### config.mk
export PLATFORM = sky130hd
export DESIGN_NAME = pcsm_config_status_mirror
export DESIGN_NICKNAME = d
export VERILOG_FILES = /design/src/rtl/pcsm_config_status_mirror.v /design/src/rtl/pcsm_dpa_track.v /design/src/rtl/pcsm_tph_mirror.v
export VERILOG_INCLUDE_DIRS = /design/src /design/src/rtl
export SDC_FILE = /design/constraint.sdc
export NUM_CORES = 1
export LEC_CHECK = 0
export BUFFER_PORTS_ARGS = -buffer_cell sky130_fd_sc_hd__buf_2
export CORE_AREA = 2 2 130 132
export DETAILED_ROUTE_END_ITERATION = 10
export DIE_AREA = 0 0 132 134
export GPL_ROUTABILITY_DRIVEN = 0
export SETUP_SLACK_MARGIN = 0.5
export SYNTH_ARGS = -nofsm -noshare
export SYNTH_HDL_FRONTEND = slang
export SYNTH_SLANG_ARGS = --single-unit
export TNS_END_PERCENT = 20
### constraint.sdc
create_clock -name clk -period 2.3 [get_ports clk]
set_clock_uncertainty 0.05 [all_clocks]
set_input_delay 0.575 -clock clk [delete_from_list [all_inputs] [get_ports clk]]
set_output_delay 0.575 -clock clk [all_outputs]
set_load 0.02 [all_outputs]
### src/rtl/pcsm_regs.vh
// How it works
// - Endpoint: completion boundary bit per physical function
// - Root Port: bit 0 from port, bit 1 zero
// - Boundary bit 0 means 64, 1 means 128
// - Endpoint: pulse when allocation write changes state
// - Pulse index equals affected physical function number
// - Root Port: substate change pulses stay low
// - Flush/fill enable follows Device Control 2 field
// - Encoding: off, message A, message B, wake
// - Root Port: local bandwidth change, if enabled
// - Root Port: autonomous remote bandwidth change, if enabled
// - Root Port: equalization request status set, if enabled
// - Endpoint: link status change stays low
// - Requester enable bit 8 per physical function
// - Steering mode: function 0 low, function 1 high
// - Requester enable bit 8 per virtual function
// - Steering mode three bits per virtual function
`ifndef PCSM_REGS_VH
`define PCSM_REGS_VH

// Function counts
`define PCSM_NUM_PF 2
`define PCSM_NUM_VF 6

// Completion boundary encoding
`define PCSM_RCB_64B 1'b0
`define PCSM_RCB_128B 1'b1
`define PCSM_RCB_RESERVED 1'b0

// Buffer flush/fill enable encoding
`define PCSM_OBFF_W 2
`define PCSM_OBFF_OFF 2'h0
`define PCSM_OBFF_MSG_A 2'h1
`define PCSM_OBFF_MSG_B 2'h2
`define PCSM_OBFF_WAKE 2'h3

// Requester control word layout
`define PCSM_TPH_CTRL_W 32
`define PCSM_TPH_REQ_EN_BIT 8
`define PCSM_TPH_ST_MODE_LSB 0
`define PCSM_TPH_ST_MODE_W 3

// Power allocation control substate field
`define PCSM_DPA_SUB_W 5
`define PCSM_DPA_SUB_RST 5'h00

// Latency from source change to output, in user clocks
`define PCSM_MIRROR_LATENCY 1

`endif

### src/rtl/pcsm_config_status_mirror.v
`include "pcsm_regs.vh"
`default_nettype none

// Configuration status mirror toward the user application.
// Every output is taken from a flop one user clock after its source.
module pcsm_config_status_mirror #(
  parameter NUM_PF = `PCSM_NUM_PF,
  parameter NUM_VF = `PCSM_NUM_VF,
  parameter CTRL_W = `PCSM_TPH_CTRL_W,
  parameter SUB_W = `PCSM_DPA_SUB_W
) (
  // Clock and reset
  input wire clk,
  input wire rst,

  // Operating mode, high for Root Port, low for Endpoint
  input wire root_port_mode,

  // Completion boundary sources
  input wire [NUM_PF-1:0] pf_link_ctrl_rcb,
  input wire rp_link_ctrl_rcb,

  // Allocation control register writes, one strobe per function
  input wire [NUM_PF-1:0] dpa_ctrl_wr,
  input wire [NUM_PF*SUB_W-1:0] dpa_ctrl_wr_substate,

  // Device Control 2 flush/fill enable field
  input wire [`PCSM_OBFF_W-1:0] dev_ctrl2_obff,

  // Link layer event pulses
  input wire link_bw_mgmt_event,
  input wire link_auto_bw_event,
  input wire link_eq_req_event,

  // Interrupt enables from Link Control and Link Control 3
  input wire bw_mgmt_int_en,
  input wire auto_bw_int_en,
  input wire eq_int_en,

  // Status clears from configuration writes of one
  input wire bw_mgmt_status_clr,
  input wire auto_bw_status_clr,
  input wire eq_req_status_clr,

  // Requester control words, function 0 in the low word
  input wire [NUM_PF*CTRL_W-1:0] pf_tph_ctrl,
  input wire [NUM_VF*CTRL_W-1:0] vf_tph_ctrl,

  // Completion boundary status
  output wire [NUM_PF-1:0] rcb_status,

  // Allocation substate change pulses and current substates
  output wire [NUM_PF-1:0] dpa_substate_change,
  output wire [NUM_PF*SUB_W-1:0] dpa_substate,

  // Flush/fill enable mirror and its decode
  output wire [`PCSM_OBFF_W-1:0] obff_enable,
  output wire obff_wake_mode,

  // Link status change event and sticky status bits
  output wire link_status_change_event,
  output wire bw_mgmt_status,
  output wire auto_bw_status,
  output wire eq_req_status,

  // Processing hint mirrors for physical functions
  output wire [NUM_PF-1:0] hint_requester_enable_pf,
  output wire [NUM_PF*`PCSM_TPH_ST_MODE_W-1:0] steering_tag_mode_pf,

  // Processing hint mirrors for virtual functions
  output wire [NUM_VF-1:0] hint_requester_enable_vf,
  output wire [NUM_VF*`PCSM_TPH_ST_MODE_W-1:0] steering_tag_mode_vf
);

  // ------------------------------------------------------------
  // Completion boundary status
  // ------------------------------------------------------------

  reg [NUM_PF-1:0] rcb_q; // Registered boundary bits
  reg [NUM_PF-1:0] rcb_d; // Next boundary bits

  // Pick the source by mode; reserved bits read as zero
  always @* begin
    rcb_d = pf_link_ctrl_rcb;
    if (root_port_mode) begin
      // Only the port's own Link Control exists here
      rcb_d = {NUM_PF{`PCSM_RCB_RESERVED}};
      rcb_d[0] = rp_link_ctrl_rcb;
    end
  end

  // Boundary bits pass as they are: 0 is 64 bytes, 1 is 128 bytes
  always @(posedge clk or posedge rst) begin
    if (rst) begin
      rcb_q <= {NUM_PF{`PCSM_RCB_64B}};
    end else begin
      rcb_q <= rcb_d;
    end
  end

  assign rcb_status = rcb_q;

  // ------------------------------------------------------------
  // Allocation substate change, one tracker per function
  // ------------------------------------------------------------

  wire endpoint_mode; // Inverse of the mode input
  assign endpoint_mode = ~root_port_mode;

  genvar gp;
  generate
    for (gp = 0; gp < NUM_PF; gp = gp + 1) begin : g_pf
      // Tracker index equals the function number, so pulse bit matches
      pcsm_dpa_track #(
        .SUB_W(SUB_W)
      ) u_dpa (
        .clk(clk),
        .rst(rst),
        .cfg_wr(dpa_ctrl_wr[gp]),
        .cfg_wr_substate(dpa_ctrl_wr_substate[gp*SUB_W +: SUB_W]),
        .endpoint_mode(endpoint_mode),
        .substate(dpa_substate[gp*SUB_W +: SUB_W]),
        .change_pulse(dpa_substate_change[gp])
      );

      // Physical function hint fields
      pcsm_tph_mirror #(
        .CTRL_W(CTRL_W)
      ) u_tph_pf (
        .clk(clk),
        .rst(rst),
        .ctrl_word(pf_tph_ctrl[gp*CTRL_W +: CTRL_W]),
        .req_enable(hint_requester_enable_pf[gp]),
        .st_mode(steering_tag_mode_pf[gp*`PCSM_TPH_ST_MODE_W +:
          `PCSM_TPH_ST_MODE_W])
      );
    end
  endgenerate

  // ------------------------------------------------------------
  // Virtual function hint fields
  // ------------------------------------------------------------

  genvar gv;
  generate
    for (gv = 0; gv < NUM_VF; gv = gv + 1) begin : g_vf
      // Function 0 lands in bits 2:0, each next one three bits up
      pcsm_tph_mirror #(
        .CTRL_W(CTRL_W)
      ) u_tph_vf (
        .clk(clk),
        .rst(rst),
        .ctrl_word(vf_tph_ctrl[gv*CTRL_W +: CTRL_W]),
        .req_enable(hint_requester_enable_vf[gv]),
        .st_mode(steering_tag_mode_vf[gv*`PCSM_TPH_ST_MODE_W +:
          `PCSM_TPH_ST_MODE_W])
      );
    end
  endgenerate

  // ------------------------------------------------------------
  // Buffer flush/fill enable
  // ------------------------------------------------------------

  reg [`PCSM_OBFF_W-1:0] obff_q; // Mirrored field
  reg wake_q; // Wire signalling selected

  // All four codes are meaningful, so the field passes unchanged
  always @(posedge clk or posedge rst) begin
    if (rst) begin
      obff_q <= `PCSM_OBFF_OFF;
      wake_q <= 1'b0;
    end else begin
      obff_q <= dev_ctrl2_obff;
      // Decode kept beside the field so users need not compare codes
      wake_q <= (dev_ctrl2_obff == `PCSM_OBFF_WAKE);
    end
  end

  assign obff_enable = obff_q;
  assign obff_wake_mode = wake_q;

  // ------------------------------------------------------------
  // Link status sticky bits
  // ------------------------------------------------------------

  reg bw_st_q; // Local bandwidth change status
  reg bw_st_d;
  reg au_st_q; // Autonomous bandwidth change status
  reg au_st_d;
  reg eq_st_q; // Equalization request status
  reg eq_st_d;

  wire bw_set; // Local change seen in Root Port mode
  wire au_set; // Remote autonomous change seen
  wire eq_set; // Remote equalization request seen

  // These status bits only exist for the Root Port
  assign bw_set = link_bw_mgmt_event && root_port_mode;
  assign au_set = link_auto_bw_event && root_port_mode;
  assign eq_set = link_eq_req_event && root_port_mode;

  // Set wins over a clear in the same cycle so no event is lost
  always @* begin
    bw_st_d = bw_st_q;
    au_st_d = au_st_q;
    eq_st_d = eq_st_q;
    if (bw_mgmt_status_clr) begin
      bw_st_d = 1'b0;
    end
    if (bw_set) begin
      bw_st_d = 1'b1;
    end
    if (auto_bw_status_clr) begin
      au_st_d = 1'b0;
    end
    if (au_set) begin
      au_st_d = 1'b1;
    end
    if (eq_req_status_clr) begin
      eq_st_d = 1'b0;
    end
    if (eq_set) begin
      eq_st_d = 1'b1;
    end
    // Leaving Root Port mode drops status that no longer applies
    if (!root_port_mode) begin
      bw_st_d = 1'b0;
      au_st_d = 1'b0;
      eq_st_d = 1'b0;
    end
  end

  // Status flops
  always @(posedge clk or posedge rst) begin
    if (rst) begin
      bw_st_q <= 1'b0;
      au_st_q <= 1'b0;
      eq_st_q <= 1'b0;
    end else begin
      bw_st_q <= bw_st_d;
      au_st_q <= au_st_d;
      eq_st_q <= eq_st_d;
    end
  end

  assign bw_mgmt_status = bw_st_q;
  assign auto_bw_status = au_st_q;
  assign eq_req_status = eq_st_q;

  // ------------------------------------------------------------
  // Link status change event
  // ------------------------------------------------------------

  reg bw_en_q; // Enables as seen last cycle
  reg au_en_q;
  reg eq_en_q;
  reg evt_q; // Registered event pulse
  reg evt_d;

  // Enable history, for catching status already pending
  always @(posedge clk or posedge rst) begin
    if (rst) begin
      bw_en_q <= 1'b0;
      au_en_q <= 1'b0;
      eq_en_q <= 1'b0;
    end else begin
      bw_en_q <= bw_mgmt_int_en;
      au_en_q <= auto_bw_int_en;
      eq_en_q <= eq_int_en;
    end
  end

  // Fresh enabled event, or an enable turned on over pending status.
  // The second term stops a change that raced the enable write from
  // being silently absorbed.
  always @* begin
    evt_d = 1'b0;
    if (bw_set && bw_mgmt_int_en) begin
      evt_d = 1'b1;
    end
    if (au_set && auto_bw_int_en) begin
      evt_d = 1'b1;
    end
    if (eq_set && eq_int_en) begin
      evt_d = 1'b1;
    end
    if (bw_st_q && bw_mgmt_int_en && !bw_en_q) begin
      evt_d = 1'b1;
    end
    if (au_st_q && auto_bw_int_en && !au_en_q) begin
      evt_d = 1'b1;
    end
    if (eq_st_q && eq_int_en && !eq_en_q) begin
      evt_d = 1'b1;
    end
    // Endpoint never reports link status changes here
    if (!root_port_mode) begin
      evt_d = 1'b0;
    end
  end

  // One-cycle pulse per qualifying cycle
  always @(posedge clk or posedge rst) begin
    if (rst) begin
      evt_q <= 1'b0;
    end else begin
      evt_q <= evt_d;
    end
  end

  assign link_status_change_event = evt_q;

endmodule
`default_nettype wire

### src/rtl/pcsm_dpa_track.v
`include "pcsm_regs.vh"
`default_nettype none

// Holds one function's allocation substate and flags real changes
module pcsm_dpa_track #(
  parameter SUB_W = `PCSM_DPA_SUB_W
) (
  // Clock and reset
  input wire clk,
  input wire rst,
  // Configuration write into the allocation control register
  input wire cfg_wr,
  input wire [SUB_W-1:0] cfg_wr_substate,
  // High while the core is an Endpoint
  input wire endpoint_mode,
  // Current substate and change pulse
  output wire [SUB_W-1:0] substate,
  output wire change_pulse
);

  reg [SUB_W-1:0] sub_q; // Stored substate
  reg pulse_q; // One-cycle change flag
  wire differs; // Write carries a new value

  assign differs = cfg_wr && (cfg_wr_substate != sub_q);

  // Store the written substate, pulse only if it moved
  always @(posedge clk or posedge rst) begin
    if (rst) begin
      sub_q <= `PCSM_DPA_SUB_RST;
      pulse_q <= 1'b0;
    end else begin
      if (cfg_wr) begin
        sub_q <= cfg_wr_substate;
      end
      // Rewriting the same state is not an event
      pulse_q <= differs && endpoint_mode;
    end
  end

  assign substate = sub_q;
  assign change_pulse = pulse_q;

endmodule
`default_nettype wire

### src/rtl/pcsm_tph_mirror.v
`include "pcsm_regs.vh"
`default_nettype none

// Registers the requester enable and mode fields of one function
module pcsm_tph_mirror #(
  parameter CTRL_W = `PCSM_TPH_CTRL_W
) (
  // Clock and reset
  input wire clk,
  input wire rst,
  // Requester control word of this function
  input wire [CTRL_W-1:0] ctrl_word,
  // Mirrored fields
  output wire req_enable,
  output wire [`PCSM_TPH_ST_MODE_W-1:0] st_mode
);

  reg en_q; // Mirrored enable bit
  reg [`PCSM_TPH_ST_MODE_W-1:0] mode_q; // Mirrored mode select

  // One flop stage keeps the fabric path short and the latency fixed
  always @(posedge clk or posedge rst) begin
    if (rst) begin
      en_q <= 1'b0;
      mode_q <= {`PCSM_TPH_ST_MODE_W{1'b0}};
    end else begin
      en_q <= ctrl_word[`PCSM_TPH_REQ_EN_BIT];
      mode_q <= ctrl_word[`PCSM_TPH_ST_MODE_LSB +: `PCSM_TPH_ST_MODE_W];
    end
  end

  assign req_enable = en_q;
  assign st_mode = mode_q;

endmodule
`default_nettype wire

==> results of run 1 <==
through the flow:
stage	setup slack, ps	instance area (um^2)	total power, W	utilization (%)	hold slack (ps)
after floorplan	1024	1829	0.001251	-	520.3
after global placement	759.8	2605	0.001379	15.99	455.6
after detailed placement	741.7	2605	0.001388	15.99	489.9
after CTS	739.3	2755	0.002219	16.91	302.3
after global routing	716.0	2758	0.002279	16.93	303.2
final	768.3	2765	0.002157	16.98	279.8
cell type report:
class | count | area (um^2) | share of cell area, %
sequential | 56 | 1401 | 50.68
timing repair buffer | 114 | 585.6 | 21.18
multi-input combinational | 40 | 320.3 | 11.58
tap | 220 | 275.3 | 9.955
clock buffer | 7 | 142.6 | 5.158
inverter | 5 | 22.52 | 0.8145
antenna | 4 | 10.01 | 0.3620
clock inverter | 1 | 7.507 | 0.2715
worst reg2reg max path: cells and delay by family (launching register included):
kind / cells / cell delay [ps]
DFF: 1 / 400
xor gates and xnor gates: 1 / 160
AOI/OAI and AO/OA: 1 / 380
and+or+nand+nor: 1 / 140
cells in the mapped netlist:
master,instances
a21oi_1,3
a31oi_1,1
and2_1,1
buf_4,10
clkbuf_2,2
dfrtp_1,56
inv_1,5
mux2_2,11
nand3_1,2
nor2_1,3
nor2b_1,4
o21ai_0,3
o311a_1,2
xnor2_1,6
xor2_1,4
power groups by stage:
stage,registers (W),clock network (W),logic [W]
after global routing,0.00108,0.000886,0.000314
after global placement,0.00109,0,0.000289
after detailed placement,0.00109,0,0.000296
after floorplan,0.00115,0,0.0000976
after CTS,0.00107,0.000850,0.000297
final,0.00107,0.000799,0.000287
logic make-up (layout without fill, tap and decap cells):
| kind of cell | after synthesis | after routing | share of synthesized area [%] |
|---|---|---|---|
| buffers and inverters | 17 | 127 | 5.689 |
| flip-flops | 56 | 56 | 76.76 |
| XOR/XNOR | 10 | 10 | 4.798 |
| multiplexers | 11 | 11 | 6.786 |
| other | 0 | 4 | 0 |
| AND/OR/NAND/NOR | 10 | 10 | 2.879 |
| AO/OA/AOI/OAI | 9 | 9 | 3.084 |
flip-flops by register name, summed over array words and instances (netlist names):
signal                    flops
link_status_change_event      1
g_pf.u_dpa.substate          10
obff_enable                   2
g_vf.u_tph_vf.st_mode        18
auto_bw_status                1
au_en_q                       1
bw_mgmt_status                1
g_vf.u_tph_vf.req_enable      6
obff_wake_mode                1
eq_req_status                 1
rcb_status                    2
g_pf.u_tph_pf.req_enable      2
g_pf.u_dpa.change_pulse       2
g_pf.u_tph_pf.st_mode         6
bw_en_q                       1
eq_en_q                       1
cell usage in the layout, fill, tap and decap left out:
| cell | synthesis | final |
|---|---|---|
| buf_2 | 0 | 113 |
| dfrtp_1 | 56 | 56 |
| mux2_2 | 11 | 11 |
| xnor2_1 | 6 | 6 |
| clkbuf_16 | 0 | 5 |
| diode_2 | 0 | 4 |
| inv_1 | 5 | 4 |
| xor2_1 | 4 | 4 |
| nor2b_1 | 4 | 4 |
| a21oi_1 | 3 | 3 |
| nor2_1 | 3 | 3 |
| o21ai_0 | 3 | 3 |
| nand3_1 | 2 | 2 |
| o311a_1 | 2 | 2 |
| clkinvlp_4 | 0 | 2 |
| a31oi_1 | 1 | 1 |
| and2_1 | 1 | 1 |
| clkbuf_8 | 0 | 1 |
| clkbuf_1 | 0 | 1 |
| buf_12 | 0 | 1 |
final timing paths:
kind / from / endpoint / slack, ps / cells after the start
max reg2reg: g_pf[1].u_dpa.substate[3] / g_pf[1].u_dpa.change_pulse / 1050 / 3
max: g_pf[1].u_dpa.substate[4] / dpa_substate[9] / 770 / 1
min reg2reg: bw_mgmt_status / bw_mgmt_status / 490 / 2
min in group clk: vf_tph_ctrl[129] / g_vf[4].u_tph_vf.st_mode[1] / 320 / 1
max in group asynchronous: rst / g_vf[0].u_tph_vf.req_enable / 1630 / 3
min: rst / g_vf[4].u_tph_vf.st_mode[1] / 280 / 3
layer usage:
layer	routed length [um]	share of wire, %	up-vias
met5	0	0	-
li1	-	-	579
met1	2205	41	582
met2	2373	44	79
met4	53	0.99	0
met3	741	14	6
==> impl_metrics.json, run 1 <==
{
  "h-tree-depth": 2,
  "p_switching_w": 0.0005601,
  "vias": 1246,
  "clk-insertion-delay-late_ps": 300,
  "clkSlewWorstSetupHoldPaths_ps": 70,
  "finalSetupViolations": 0,
  "cp.arrival_ps": 910,
  "cts_root_buf": "clkbuf_16",
  "clock-sinks": 56,
  "cp_slowest_cell": "dfrtp_1",
  "dp.cells": 435,
  "synth_area_mm2": 0.001826,
  "slew_headroom_pct": 78.08,
  "route.detailed.drc": 0,
  "cts_setup_buffers": 0,
  "die_y_um": 134,
  "cts_buffers": 5,
  "path_delay_family": "flip-flops",
  "ios": 338,
  "start_kind": "register",
  "ctsResizeCount": 0,
  "end_kind": "output port",
  "grt_remaining_overflow": 0,
  "rows": 47,
  "fill_cells": 1825,
  "cts_hold_repair.buffers": 0,
  "fin_cells": 447,
  "clockBufferDepth": 2,
  "grt_max_degree": 57,
  "ys_top_cells_by_area": "dfrtp_1 (77%), mux2_2 (6.8%), buf_4 (4.1%), xnor2_1 (2.9%), xor2_1 (1.9%)",
  "leakagePower_nw": 1.322,
  "use_met2_pct": 9.346,
  "grt_pass1_wl_um": 7893,
  "worstMarginPinSlew_ps": 328.4,
  "p_clk_share_pct": 37.0,
  "via_per_inst": 2.787,
  "hold_viol_final": 0,
  "start_util_pct": 11.21,
  "antenna_found_initial": 5,
  "peakVddDrop_v": 0.0002466,
  "worst-path-buf-inv": 1,
  "finalCriticalPeriod_ps": 1532,
  "synth_top_area_share_pct": 76.76,
  "cts_tree": "built",
  "hp-class": "in2async",
  "ys_seq_elements": 56,
  "first_iter_violations": 18,
  "post-route-period-util_pct": 66.60,
  "grt_pass1_vias": 1331,
  "critPathMaxStageDelay_ps": 400,
  "internal-power_w": 0.001597,
  "slew_viol_final": 0,
  "fmax_mhz": 652.9,
  "power.density_mw_per_mm2": 780.2,
  "criticalPathCategory": "reg2out",
  "yosysTopAreaCell": "dfrtp_1",
  "synthesis.instances": 113,
  "dp_hpwl_um": 4319,
  "rsz0062_at_grt": "false",
  "synthesis.nets": 398,
  "ys_warn_count": 0,
  "gr-usage-met3_pct": 4.384,
  "crit_chain": "buf_2",
  "status": "finished clean",
  "track_usage_pct": 6.282,
  "yosysSeqAreaShare_pct": 76.76,
  "syn2layout_area_growth_pct": 51.47,
  "ant_nets": 0,
  "gr-usage-met1_pct": 7.243,
  "required_ps": 1670,
  "wl_um": 5374,
  "wl_per_cell_um": 12.02,
  "synthDistinctLibCells": 15,
  "top_usage_layer": "met2",
  "max_cap_violations": 0,
  "swShare_pct": 25.96,
  "syn-mean-instance-area_um2": 16.15,
  "seq_power_share_pct": 49.7,
  "combinationalPowerShare_pct": 13.3,
  "nets": 507,
  "die_x_um": 132,
  "cp_max_fo": 3,
  "drive_gt1_share_pct": 59.64,
  "fin_setup_tns_ps": 0,
  "io_buffers": 113,
  "die-area_mm2": 0.01769,
  "coreArea_mm2": 0.01629,
  "firstDrtPassIters": 2
}
Note: power is estimated with default switching activity, not from simulation.
==> run 2: changes to the inputs <==
--- a/config.mk
+++ b/config.mk
@@ -7,9 +7,9 @@
 export NUM_CORES = 1
 export LEC_CHECK = 0
 export BUFFER_PORTS_ARGS = -buffer_cell sky130_fd_sc_hd__buf_2
-export CORE_AREA = 2 2 130 132
+export CORE_AREA = 2 2 131 133
 export DETAILED_ROUTE_END_ITERATION = 10
-export DIE_AREA = 0 0 132 134
+export DIE_AREA = 0 0 133 135
 export GPL_ROUTABILITY_DRIVEN = 0
 export SETUP_SLACK_MARGIN = 0.5
 export SYNTH_ARGS = -nofsm -noshare
==> constraint.sdc (replaced) <==
create_clock -name clk -period 1.4 [get_ports clk]
set_clock_uncertainty 0.05 [all_clocks]
set_input_delay 0.35 -clock clk [delete_from_list [all_inputs] [get_ports clk]]
set_output_delay 0.35 -clock clk [all_outputs]
set_load 0.02 [all_outputs]
==> run 2 against run 1 <==
  * Routed wire length rose by 12%
  * Utilization rose by 0.95 points
  * Total power rose by 71%
  * Critical path type unchanged
  * Critical endpoint unchanged
==> impl_metrics.json, run 2 (same netlist as run 1, synthesis figures left out) <==
{
  "status": "finished clean",
  "path_depth": 1,
  "via_per_inst": 2.816,
  "die-area_mm2": 0.01796,
  "vias": 1287,
  "peakVddDrop_v": 0.0005216,
  "max_cap_violations": 0,
  "cp.arrival_ps": 890,
  "syn2layout_area_growth_pct": 61.14,
  "start_util_pct": 11.13,
  "path_delay_family": "flip-flops",
  "die_y_um": 135,
  "grt_pass1_vias": 1483,
  "largest_reg_flops": 18,
  "fmax_mhz": 773.7,
  "final_cell_area_mm2": 0.002942,
  "critPathMaxStageDelay_ps": 440,
  "slew_viol_final": 0,
  "cp_max_fo": 3,
  "cp_slowest_cell": "dfrtp_2",
  "hp-class": "in2async",
  "wl_um": 5993,
  "io_buffers": 113,
  "fill_cells": 1803,
  "ant_nets": 0,
  "grt_pass1_wl_um": 8921,
  "placed_cell_area_mm2": 0.002618,
  "rsz0062_at_grt": "true",
  "grt_remaining_overflow": 0,
  "criticalPathCategory": "reg2out",
  "cts_tree": "built",
  "ios": 338,
  "startpoint": "g_pf[1].u_dpa.substate[4]",
  "rows": 47,
  "reg2regPathDepth": 4,
  "crit_path_end": "dpa_substate[9]",
  "r2r_slack_ps": 160,
  "hold_slack_ps": 60.09,
  "grt_max_degree": 57,
  "cts_root_buf": "clkbuf_16",
  "required_ps": 1000,
  "drive_gt1_share_pct": 66.52,
  "firstDrtPassIters": 4,
  "clockBufferDepth": 2,
  "r2r_end": "g_pf[0].u_dpa.change_pulse",
  "start_kind": "register",
  "layout_commonest_cell": "buf_2",
  "worstMarginPinSlew_ps": 317.8,
  "power.density_mw_per_mm2": 1258,
  "first_iter_violations": 43,
  "post-route-period-util_pct": 92.32,
  "final_cell_mix": "buf_2 (99), dfrtp_1 (46), buf_6 (14)",
  "fin_setup_tns_ps": 0,
  "route.detailed.drc": 0,
  "antenna_found_initial": 7,
  "r2r-start": "g_pf[0].u_dpa.substate[3]",
  "crit_chain": "buf_6",
  "leakagePower_nw": 1.386,
  "finalPower_w": 0.003700,
  "cts_hold_repair.buffers": 0,
  "clock-sinks": 56,
  "clk-insertion-delay-late_ps": 300,
  "track_usage_pct": 6.918,
  "die_x_um": 133,
  "worst-path-buf-inv": 1,
  "nets": 514,
  "end_kind": "output port",
  "wl_per_cell_um": 13.11,
  "dp_hpwl_um": 4722,
  "clkSlewWorstSetupHoldPaths_ps": 80,
  "slew_headroom_pct": 78.81,
  "fin_util_pct": 17.93,
  "hold_viol_final": 0,
  "finalSetupViolations": 0,
  "cts_buffers": 5,
  "finalCriticalPeriod_ps": 1292,
  "h-tree-depth": 2,
  "coreArea_mm2": 0.01641
}
-- run 2: per-stage QoR --
step	setup slack [ps]	std cells
floorplan	292.1	113
global placement	146.2	435
detailed placement	114.2	435
CTS	101.3	450
global route	70.02	453
finish	107.6	457
-- run 2: repair_timing --
action                                  in CTS  in global routing
resized for setup                           22                  8
setup buffers                                7                  0
endpoints found under the setup margin      56                 63
gates cloned                                 0                  0
-- run 2: how the worst min path moves through the flow --
stage,start,to,slack [ps],cells past startpoint
4_1_cts,rst,g_pf[0].u_tph_pf.req_enable,70,3
2_1_floorplan,auto_bw_int_en,au_en_q,330,0
3_5_place_dp,pf_tph_ctrl[32],g_pf[1].u_tph_pf.st_mode[0],410,1
5_1_grt,pf_tph_ctrl[1],g_pf[0].u_tph_pf.st_mode[1],70,1
3_3_place_gp,rst,g_vf[3].u_tph_vf.req_enable,400,3
6_report,rst,rcb_status[1],60,3
-- run 2: report_power, final --
part / total, W / switching (W) / internal (W)
sequential: 0.00177 / 0.0000490 / 0.00172
clock: 0.00137 / 0.000675 / 0.000692
combinational: 0.000563 / 0.000299 / 0.000264
total: 0.00370 / 0.00102 / 0.00268
-- run 2: final cells by class --
class	count	area, um^2	share of cell area, %
Inverter	5	22.52	0.7656
Timing Repair Buffer	121	725.7	24.67
Multi-Input combinational cell	40	332.8	11.31
Clock inverter	3	28.78	0.9783
Sequential cell	56	1414	48.06
Antenna cell	7	17.52	0.5955
Clock buffer	5	125.1	4.254
Tap cell	220	275.3	9.358
-- run 2: tightest hold or removal path, cell delays in order --
cell and delay, ps:
buf_2 110, clkinvlp_4 70, buf_12 280
-- run 2: metal layers --
metal	part of all wire [%]	vias to the layer above	track usage [%]
met4	2.0	2	3.047
li1	-	594	-
met5	0.12	-	0
met3	11	9	3.716
met1	37	619	7.345
met2	49	63	11.43
==> run 3: changes to the inputs <==
--- a/config.mk
+++ b/config.mk
@@ -14,5 +14,6 @@
 export SETUP_SLACK_MARGIN = 0.5
 export SYNTH_ARGS = -nofsm -noshare
 export SYNTH_HDL_FRONTEND = slang
+export SYNTH_HIERARCHICAL = 1
 export SYNTH_SLANG_ARGS = --single-unit
 export TNS_END_PERCENT = 20
==> run 3 against run 2 <==
  * First-iteration DRC count fell by 47%
  * Largest cell class unchanged
  * Final cell count rose by 3.1%
  * Largest power group unchanged
  * Die area did not move
==> impl_metrics.json, run 3 <==
{
  "end_kind": "output port",
  "multi_input_area_um2": 377.9,
  "hold_slack_ps": 38.38,
  "wl_um": 5840,
  "fin_setup_tns_ps": 0,
  "clk-insertion-delay-late_ps": 300,
  "worstMarginPinSlew_ps": 487.5,
  "synthesis.instances": 115,
  "ys_top_cells_by_area": "dfrtp_1 (76%), mux2_4 (8.2%), inv_1 (3.1%), xor2_1 (2.9%), xnor2_1 (1.9%)",
  "criticalPathCategory": "reg2out",
  "hold_viol_final": 0,
  "vias": 1374,
  "start_kind": "register",
  "final_cell_mix": "buf_2 (99), dfrtp_1 (50), buf_6 (16)",
  "firstDrtPassIters": 4,
  "syn2layout_area_growth_pct": 65.08,
  "die-area_mm2": 0.01796,
  "finalCriticalPeriod_ps": 1266,
  "grt_remaining_overflow": 0,
  "antenna_found_initial": 8,
  "status": "finished clean",
  "cts_root_buf": "clkbuf_16",
  "r2r_slack_ps": 200,
  "yosysSeqAreaShare_pct": 76.24,
  "ys_warn_count": 6,
  "finalSetupViolations": 0,
  "start_util_pct": 11.20,
  "grt_max_degree": 20,
  "post-route-period-util_pct": 90.45,
  "nets": 530,
  "power.density_mw_per_mm2": 1208,
  "dp_hpwl_um": 4890,
  "syn-mean-instance-area_um2": 15.98,
  "clock-sinks": 56,
  "synth_edf_count": 0,
  "wl_per_cell_um": 12.40,
  "rows": 47,
  "cts_buffers": 5,
  "max_cap_violations": 0,
  "rsz0062_at_grt": "true",
  "grt_pass1_vias": 1452,
  "fmax_mhz": 789.7,
  "largest_reg_flops": 18,
  "slew_headroom_pct": 67.47,
  "critPathMaxStageDelay_ps": 420,
  "synthesis.nets": 400,
  "h-tree-depth": 2,
  "synthDistinctLibCells": 16,
  "path_depth": 1,
  "r2r_end": "g_pf[1].u_dpa/change_pulse",
  "ys.flop_type": "dfrtp_1",
  "fill_cells": 1817,
  "hp-class": "in2async",
  "synth_area_mm2": 0.001838,
  "startpoint": "g_pf[1].u_dpa/substate[4]",
  "path_delay_family": "flip-flops",
  "clkSlewWorstSetupHoldPaths_ps": 70,
  "ys_seq_elements": 56,
  "clockBufferDepth": 2,
  "io_buffers": 113,
  "coreArea_mm2": 0.01641,
  "die_y_um": 135,
  "cp_slowest_cell": "dfrtp_1",
  "async_flop_share_pct": 100.0,
  "via_per_inst": 2.917,
  "place_ws_ps": 234.9,
  "seq_area_mm2": 0.001409,
  "cts_tree": "built",
  "leakagePower_nw": 1.507,
  "first_iter_violations": 23,
  "reg2regPathDepth": 4,
  "fin_util_pct": 18.49,
  "crit_path_end": "dpa_substate[9]",
  "setup_ws_ps": 133.6,
  "synth_common_cells": "dfrtp_1 (56), inv_1 (15), mux2_4 (10)",
  "peakVddDrop_v": 0.0004376,
  "track_usage_pct": 6.730,
  "synth_top_area_share_pct": 76.24,
  "layout_commonest_cell": "buf_2",
  "r2r-start": "g_pf[1].u_dpa/substate[1]",
  "route.detailed.drc": 0,
  "slew_viol_final": 0,
  "crit_chain": "buf_6",
  "cp_max_fo": 3,
  "cp.arrival_ps": 870,
  "ios": 338,
  "grt_pass1_wl_um": 8466,
  "cts_hold_repair.buffers": 0,
  "yosysMostFrequentCell": "dfrtp_1",
  "ant_nets": 0,
  "drive_gt1_share_pct": 62.20,
  "finalPower_w": 0.003666,
  "worst-path-buf-inv": 1,
  "die_x_um": 133,
  "yosysTopAreaCell": "dfrtp_1",
  "required_ps": 1000
}
==> run 3: logic make-up after synthesis <==
logic type                count (synthesis)  share of synthesized area, %
AOI/OAI and AO/OA                         9                         2.654
xor gates and xnor gates                 10                         4.765
buffers and inverters                    17                         4.288
DFF                                      56                         76.24
muxes                                    11                         8.781
and+or+nand+nor                          12                         3.268
==> run 3: worst min path at each step <==
| stage | to | slack (ps) |
|---|---|---|
| floorplan | g_pf[0].u_tph_pf/req_enable | 70 |
| global placement | obff_wake_mode | 390 |
| detailed placement | obff_enable[1] | 390 |
| CTS | obff_enable[1] | 50 |
| global route | obff_wake_mode | 80 |
| finish | obff_enable[1] | 40 |
==> run 3: layer usage <==
layer  vias to the layer above  global-route usage, %  share of wire, %
li1                        623                      -                 -
met1                       624                  7.380                40
met2                       106                  9.355                39
met3                        15                  5.706                19
met4                         6                  2.688               1.5
met5                         -                      0              0.70
==> run 3: per-stage QoR <==
stage               cells  cell area, um^2
CTS                   464             2957
global route          467             3024
floorplan             115             1846
finish                471             3034
detailed placement    447             2671
global placement      447             2671
==> run 3: area by class of cell <==
cell class                      count  area share [%]
Multi-Input combinational cell     42           12.45
Antenna cell                        5          0.4124
Timing Repair Buffer              125           24.74
Sequential cell                    56           46.43
Clock inverter                      3          0.9072
Tap cell                          220           9.072
Inverter                           15           1.856
Clock buffer                        5           4.124
==> run 3: power by group <==
group          total (W)  switching [W]  internal, W
sequential       0.00176      0.0000443      0.00172
combinational   0.000605       0.000312     0.000292
clock            0.00130       0.000619     0.000680
total            0.00367       0.000976      0.00269
==> run 3: what timing repair did <==
action	in CTS	in global routing
endpoints found under the setup margin	56	65
resized for setup	21	13
pin swaps	0	3
buffers inserted	9	2
